File: src/dimpi_pkg.sv
// constants for the digital i/o module process image block
package dimpi_pkg;
    // channel and connector counts
    localparam int IN_CHANNELS   = 16;
    localparam int IN_CONNECTORS = 8;
    localparam int OUT_CHANNELS  = 8;
    localparam int OUT_CONNECTORS = 4;
    // process image sizes in bytes
    localparam int IN_BYTES  = 2;
    localparam int OUT_BYTES = 1;
    // bit position of each pin within a connector pair
    localparam int PIN4_POS = 0;
    localparam int PIN2_POS = 1;
    // indicator encoding: one green and one red lamp per channel
    localparam logic [1:0] IND_DARK  = 2'h0;
    localparam logic [1:0] IND_GREEN = 2'h1;
    localparam logic [1:0] IND_RED   = 2'h2;
    // reset values
    localparam logic [15:0] IN_IMAGE_RST  = 16'h0000;
    localparam logic [7:0]  OUT_IMAGE_RST = 8'h00;
endpackage : dimpi_pkg

File: src/dimpi_top.sv
// process image and status indication for digital input and output modules
// timing seen at the ports, counted in rising edges of clk:
//   input pins change before edge 0
//   in_image shows the new pin state after edge 0
//   input lamps show the new state after edge 1
//   out_image sampled at the edge where out_image_valid is high (edge 0)
//   out_pin4 and out_pin2 change after edge 1
//   output lamps change after edge 2
//   a short shows red one edge after it is raised, whatever the channel does
//
// a short never forces an output off here; protection of the driver
// stage sits outside this block, the lamps only report the condition.
// odd bits of input_signal_pin_p4 carry nothing and are left unread.
`timescale 1ns/10ps
module dimpi_top
    import dimpi_pkg::*;
#(
    parameter int N_IN_CONN  = IN_CONNECTORS,
    parameter int N_OUT_CONN = OUT_CONNECTORS
)(
    input  wire logic                      clk,                 // 100 MHz clock
    input  wire logic                      rstn,                // async reset, active low
    input  wire logic [2*N_IN_CONN-1:0]    input_signal_pin_p4, // pin-4 input per connector
    input  wire logic [N_IN_CONN-1:0]      input_signal_pin_p2, // pin-2 input per connector
    input  wire logic [2*N_IN_CONN-1:0]    in_short,            // short detected per input channel
    output logic      [8*IN_BYTES-1:0]     in_image,            // input process image
    input  wire logic [8*OUT_BYTES-1:0]    out_image,           // output process image
    input  wire logic                      out_image_valid,     // out_image update strobe
    input  wire logic [2*N_OUT_CONN-1:0]   out_short,           // short detected per output channel
    output logic      [N_OUT_CONN-1:0]     out_pin4,            // pin-4 output per connector
    output logic      [N_OUT_CONN-1:0]     out_pin2,            // pin-2 output per connector
    output logic      [2*N_IN_CONN-1:0]    in_led_green,        // input indicator green lamps
    output logic      [2*N_IN_CONN-1:0]    in_led_red,          // input indicator red lamps
    output logic      [2*N_OUT_CONN-1:0]   out_led_green,       // output indicator green lamps
    output logic      [2*N_OUT_CONN-1:0]   out_led_red          // output indicator red lamps
);

    // widths derived once so every register and loop agrees
    localparam int IN_W  = 2*N_IN_CONN;    // input image bits
    localparam int OUT_W = 2*N_OUT_CONN;   // output image bits

    // refuse an empty input module, nothing would be mapped
    if (N_IN_CONN < 1)
    begin : g_bad_in_count
        $error("dimpi_top: at least one input connector is needed");
    end

    // refuse an empty output module
    if (N_OUT_CONN < 1)
    begin : g_bad_out_count
        $error("dimpi_top: at least one output connector is needed");
    end

    // input image must fill the input bytes exactly, no spare or missing bit
    if (IN_W != 8*IN_BYTES)
    begin : g_bad_in_size
        $error("dimpi_top: input connector count does not fill the input bytes");
    end

    // output image must match the output byte exactly
    if (OUT_W != 8*OUT_BYTES)
    begin : g_bad_out_size
        $error("dimpi_top: output connector count does not fill the output byte");
    end

    // indicator decode, fault takes precedence over active state
    function automatic logic [1:0] dimpi_ind(input logic active, input logic shorted);
        if (shorted)
            return IND_RED;
        else if (active)
            return IND_GREEN;
        else
            return IND_DARK;
    endfunction : dimpi_ind

    // green lamp lit for the active code only
    function automatic logic dimpi_green(input logic [1:0] code);
        return (code == IND_GREEN);
    endfunction : dimpi_green

    // red lamp lit for the fault code only, so both lamps never glow
    function automatic logic dimpi_red(input logic [1:0] code);
        return (code == IND_RED);
    endfunction : dimpi_red

    logic [IN_W-1:0]  in_image_next;            // assembled input image
    logic [OUT_W-1:0] out_image_reg;            // last loaded output byte
    logic [OUT_W-1:0] out_active;               // driven state per output channel
    logic [1:0]       in_ind_code  [IN_W];      // decoded input lamp state
    logic [1:0]       out_ind_code [OUT_W];     // decoded output lamp state

    // input image assembly: pin 4 even bit, pin 2 odd bit
    for (genvar k = 0; k < N_IN_CONN; k++)
    begin : g_in_map
        assign in_image_next[2*k+PIN4_POS] = input_signal_pin_p4[2*k];
        assign in_image_next[2*k+PIN2_POS] = input_signal_pin_p2[k];
    end

    // input image register, two bytes
    always_ff @(posedge clk or negedge rstn)
    begin
        if (!rstn)
            in_image <= IN_IMAGE_RST;
        else
            in_image <= in_image_next;
    end

    // output image capture, one byte
    always_ff @(posedge clk or negedge rstn)
    begin
        if (!rstn)
            out_image_reg <= OUT_IMAGE_RST;
        else if (out_image_valid)
            out_image_reg <= out_image;
    end

    // output pin drive: even bit to pin 4, odd bit to pin 2
    for (genvar k = 0; k < N_OUT_CONN; k++)
    begin : g_out_map
        always_ff @(posedge clk or negedge rstn)
        begin
            if (!rstn)
            begin
                out_pin4[k] <= 1'b0;
                out_pin2[k] <= 1'b0;
            end
            else
            begin
                out_pin4[k] <= out_image_reg[2*k+PIN4_POS];
                out_pin2[k] <= out_image_reg[2*k+PIN2_POS];
            end
        end
        assign out_active[2*k+PIN4_POS] = out_pin4[k];
        assign out_active[2*k+PIN2_POS] = out_pin2[k];
    end

    // input indicators follow the registered image, not the raw pins,
    // so a lamp never shows a state the interface unit has not seen
    for (genvar i = 0; i < IN_W; i++)
    begin : g_in_led
        assign in_ind_code[i] = dimpi_ind(in_image[i], in_short[i]);

        // lamp registers, one pair per input channel
        always_ff @(posedge clk or negedge rstn)
        begin
            if (!rstn)
            begin
                in_led_green[i] <= 1'b0;
                in_led_red[i]   <= 1'b0;
            end
            else
            begin
                in_led_green[i] <= dimpi_green(in_ind_code[i]);
                in_led_red[i]   <= dimpi_red(in_ind_code[i]);
            end
        end
    end

    // output indicators follow the driven pins, so green means the
    // channel is really switched on, not merely requested
    for (genvar i = 0; i < OUT_W; i++)
    begin : g_out_led
        assign out_ind_code[i] = dimpi_ind(out_active[i], out_short[i]);

        // lamp registers, one pair per output channel
        always_ff @(posedge clk or negedge rstn)
        begin
            if (!rstn)
            begin
                out_led_green[i] <= 1'b0;
                out_led_red[i]   <= 1'b0;
            end
            else
            begin
                out_led_green[i] <= dimpi_green(out_ind_code[i]);
                out_led_red[i]   <= dimpi_red(out_ind_code[i]);
            end
        end
    end

endmodule : dimpi_top

File: config.mk
export PLATFORM = sky130hd
export DESIGN_NAME = dimpi_top
export DESIGN_NICKNAME = d
export VERILOG_FILES = /design/src/dimpi_pkg.sv /design/src/dimpi_top.sv
export SDC_FILE = /design/constraint.sdc
export NUM_CORES = 1
export LEC_CHECK = 0
export ABC_AREA = 1
export BUFFER_PORTS_ARGS = -buffer_cell sky130_fd_sc_hd__clkbuf_2
export CAP_MARGIN = 0
export CORE_MARGIN = 1
export CORE_UTILIZATION = 39
export DETAILED_ROUTE_END_ITERATION = 7
export PLACE_DENSITY = 0.71
export SLEW_MARGIN = 20
export SYNTH_ARGS = -nofsm -noshare
export SYNTH_HDL_FRONTEND = slang
export SYNTH_SLANG_ARGS = --single-unit
File: constraint.sdc
create_clock -name clk -period 0.8 [get_ports clk]
set_clock_uncertainty 0.1 [all_clocks]
set_input_delay 0.16 -clock clk [delete_from_list [all_inputs] [get_ports clk]]
set_output_delay 0.16 -clock clk [all_outputs]
set_load 0.005 [all_outputs]
## Yosys cells after proc, flatten, opt, wreduce, memory -nomap -nowiden

Cells that the tools add are included.

| word-level totals | value |
|---|---|
| register bits after elaboration | 80 |
| bits of input ports | 59 |
| output and inout port bits | 72 |
| word-level logic and storage cells | 154 |

| operators by class | value |
|---|---|
| eq/ne operators | 48 |
| mux-type cells | 48 |

Operators by type and width:

| operator | count |
|---|---|
| == test 2 x 1 -> 1 bit (second input constant) | 24 |
| == test 2 bit (second input constant) | 24 |
| 2-to-1 mux 2 bit | 24 |
| 2-to-1 mux 1 bit | 24 |

## Logic depth before layout (Yosys ltp)

| depth | value |
|---|---|
| depth after elaboration | 3 |
| depth in mapped cells | 4 |
| gate-level depth less buffers | 3 |

## Worst setup path before layout

OpenSTA, ideal clock, no wires.

| path | value |
|---|---|
| path kind | register to register |
| from | register out_image_reg[0] (netlist name) |
| to | register out_image_reg[0] |
| arrival | 442 ps |
| required time | 584 ps |
| slack | 141 ps |
| stages on the path, launching flop included | 3 |
| buffers on the path | 0 |
| cells stage by stage | dfrtp_1 > nand2_1 > nand2_1 |

RTL lines:

| element | RTL line | text |
|---|---|---|
| end signal, assigned | dimpi_top.sv:114 | `out_image_reg <= out_image;` |
| end, declared | dimpi_top.sv:87 | `logic [OUT_W-1:0] out_image_reg;` |

## Worst setup path in the final report

| path | value |
|---|---|
| from | register out_pin2[1] |
| to | output port out_pin2[1] |

RTL lines:

| element | RTL line | text |
|---|---|---|
| start, declared | dimpi_top.sv:31 | `output logic [N_OUT_CONN-1:0] out_pin2,` |
| start signal, assigned by index | dimpi_top.sv:130 | `out_pin2[k] <= out_image_reg[2*k+PIN2_POS];` |

No word-level cell between the ends.

==> Flow_metrics.wiki <==
{| class="wikitable"
! Metric !! Value
|-
| DR iter-0 viols || 72
|-
| Startpoint Class || register
|-
| Num Clock Sinks || 80
|-
| Total via count in the routed design || 1682
|-
| Buffer levels on the longest clock path || 2
|-
| Cell type group with the largest total delay on the critical path || flip-flops
|-
| Number of nets with antenna violations after detailed routing || 0
|-
| Top cell types by occurrence after synthesis || sky130_fd_sc_hd__dfrtp_1, sky130_fd_sc_hd__clkbuf_1, sky130_fd_sc_hd__inv_1, sky130_fd_sc_hd__nand2_1, sky130_fd_sc_hd__nor2_1
|-
| Number of antenna repair diodes || 0
|-
| Registers with the most flip-flops || in_image x16, in_led_green x16, in_led_red x16
|-
| Number of antenna violations at the first check in global routing || 0
|-
| Buf/Inv on CP || 1
|-
| Max Cap Violations || 0
|-
| CTS Buf Count || 9
|-
| Hold Path End || out_image_reg[3]
|-
| Core Util, Final || 0.638
|-
| Number of nets in the final layout || 402
|-
| Worst Path Max Fanout || 2
|-
| Result of the run || finished, violations left
|-
| Unrepaired setup endpoints after global routing || true
|-
| Count of warnings emitted by yosys || 0
|-
| CP arrival || 0.86 ns
|-
| Global-route usage over all layers || 0.162
|-
| Power density normalized to cell area || 2140 nW/µm²
|-
| Synth top area share || 0.842
|-
| Cell chain of the critical path || clkbuf_2
|-
| Die ar. || 6410 µm²
|-
| Wirelength, routed || 4840 µm
|-
| Post-Synthesis Cell Area || 2380 µm²
|-
| Static leakage power || 0.00207 µW
|-
| Grt total ovfl || 0
|-
| Most common flop cell mapped by yosys || sky130_fd_sc_hd__dfrtp_1
|-
| Starting density of the core || 0.404
|-
| Transition time of the tightest slew-check pin || 0.220 ns
|-
| Max IR drop VDD || 0.00123 V
|-
| Slowest stage cell, crit path || sky130_fd_sc_hd__dfrtp_1
|-
| Share of layout cells above drive strength 1 || 0.432
|-
| Crit path required time || 0.54 ns
|-
| Leading area contributor after synthesis || sky130_fd_sc_hd__dfrtp_1
|-
| CTS Root Buffer Type || sky130_fd_sc_hd__clkbuf_8
|-
| Violations in the final reports || setup timing
|-
| Register bit count reported by yosys || 80
|-
| Yosys cell types || 7
|-
| Number of enable-type register cells in the synthesized netlist || 0
|-
| Global-route wire length before repair || 7350 µm
|-
| Die outline height || 80.1 µm
|-
| Reg2Reg Launch Point || out_pin2[3]
|-
| Longest individual stage delay on the worst path || 0.40 ns
|-
| Die Span X || 80.1 µm
|-
| FMAX || 0.896 GHz
|-
| Number of instances in the synthesized netlist || 178
|-
| Clock insertion delay at the later pin of the skew report || 0.34 ns
|-
| Most frequent cell after synthesis || sky130_fd_sc_hd__dfrtp_1
|-
| Reg-to-reg endpoint || out_led_green[7]
|-
| Design Power || 8030 µW
|-
| Critical path endpoint category || output pin
|-
| Final hold slack || 0.0341 ns
|-
| I/O Pins || 131
|-
| R2R depth || 3
|-
| Worst-path clk slew || 0.08 ns
|-
| Std cell rows || 28
|-
| Total nets after synthesis || 237
|-
| R2R Setup Slk || -0.01 ns
|-
| Wire length per cell || 11.5 µm
|-
| Final critical path time including I/O delays and setup || 1.12 ns
|-
| Deepest level of the CTS H-tree || 3
|-
| Part of the Yosys area used for sequential elements || 0.842
|-
| Vias per Instance || 3.99
|-
| Core outline area || 5890 µm²
|-
| Average instance area after synthesis || 13.4 µm²
|-
| Relative slew margins || 0.853
|-
| Synthesis-to-layout area growth || 58.1%
|-
| Fraction of synthesis flops using an asynchronous set or reset pin || 1.00
|-
| Slew Limit Fails || 0
|-
| Class of the tightest hold or removal check || primary input to register
|-
| CTS tree || done
|-
| Pin count of the biggest net entering global routing || 43
|-
| Critical path start-end classification || register to output pin
|-
| Number of setup violations in the final report || 73
|-
| Ratio of final minimum period to clock period || 1.40
|-
| Number of stages on the worst hold path || 3
|-
| Final hold violations || 0
|-
| Residual DRC || 0
|-
| GP Congestion || 0.625
|-
| Number of iterations in the first detailed-routing pass || 4
|-
| Number of global-route vias before repair || 1631
|-
| Number of buffer cells added on primary ports || 122
|-
| Setup slack after layout || -0.317 ns
|-
| Post-route setup TNS || -19.88 ns
|-
| Largest cells by area after synthesis || sky130_fd_sc_hd__dfrtp_1, sky130_fd_sc_hd__clkbuf_1, sky130_fd_sc_hd__inv_1
|-
| Hold path startpoint || out_image_valid
|-
| Dpl hpwl || 2990 µm
|}
cells in the final DEF, fill, tap and decap left out:
master	instances
sky130_fd_sc_hd__clkbuf_2	121
sky130_fd_sc_hd__dfrtp_1	80
sky130_fd_sc_hd__dlygate4sd3_1	49
sky130_fd_sc_hd__nor2_1	24
sky130_fd_sc_hd__nand2_1	24
sky130_fd_sc_hd__inv_1	20
sky130_fd_sc_hd__clkbuf_8	10
sky130_fd_sc_hd__buf_4	6
sky130_fd_sc_hd__inv_2	5
sky130_fd_sc_hd__clkinvlp_4	3
sky130_fd_sc_hd__buf_12	2
sky130_fd_sc_hd__clkinv_2	1
sky130_fd_sc_hd__bufinv_16	1
sky130_fd_sc_hd__buf_6	1
how the worst max path moves through the flow:
stage / start / to / slack (ns) / cells past startpoint
finish: out_pin2[1] / out_pin2[1] / -0.32 / 1
global route: in_image[5] / in_image[5] / -0.37 / 1
CTS: out_pin2[3] / out_pin2[3] / -0.34 / 1
detailed placement: out_image_valid / out_image_reg[1] / 0.03 / 4
global placement: out_image_valid / out_image_reg[5] / 0.04 / 4
floorplan: out_image_reg[0] / out_image_reg[0] / 0.14 / 2
through the flow:
step | setup slack, ns | instances | area [µm²]
5_1_grt | -0.366 | 422 | 3760
6_report | -0.317 | 422 | 3760
3_5_place_dp | 0.0282 | 352 | 3020
4_1_cts | -0.342 | 418 | 3720
2_1_floorplan | 0.141 | 178 | 2380
3_3_place_gp | 0.0432 | 352 | 3020
per-layer routing:
metal	routed length, µm	track usage
met5	0	0
met4	119	0.0804
met3	322	0.0568
met2	2520	0.269
met1	1880	0.184
where the power goes:
group / switching (µW) / total (µW) / internal [µW]
logic: 337 / 801 / 464
registers: 96.6 / 4380 / 4280
clock network: 1350 / 2850 / 1500
cell families (layout without fill, tap and decap cells):
| logic type | Yosys count | count (layout) | share of synthesized area |
|---|---|---|---|
| buffers and inverters | 50 | 219 | 0.0821 |
| flip-flops | 80 | 80 | 0.842 |
| AND/OR/NAND/NOR | 48 | 48 | 0.0758 |
repair_timing:
| item | in CTS | in global routing |
|---|---|---|
| setup endpoints to repair | 72 | 74 |
| endpoints found under the hold margin | 152 | 0 |
| buffers inserted | 2 | 4 |
| hold buffers | 49 | 0 |
| resized for setup | 0 | 5 |
cell type report:
class,count,area (µm²)
Fill cell,450,2130
Sequential cell,80,2000
Timing Repair Buffer,179,1190
Multi-Input combinational cell,48,180
Clock buffer,10,138
Inverter,25,93.8
Tap cell,75,93.8
Clock inverter,5,57.6
Note: power is estimated with default switching activity, not from simulation.
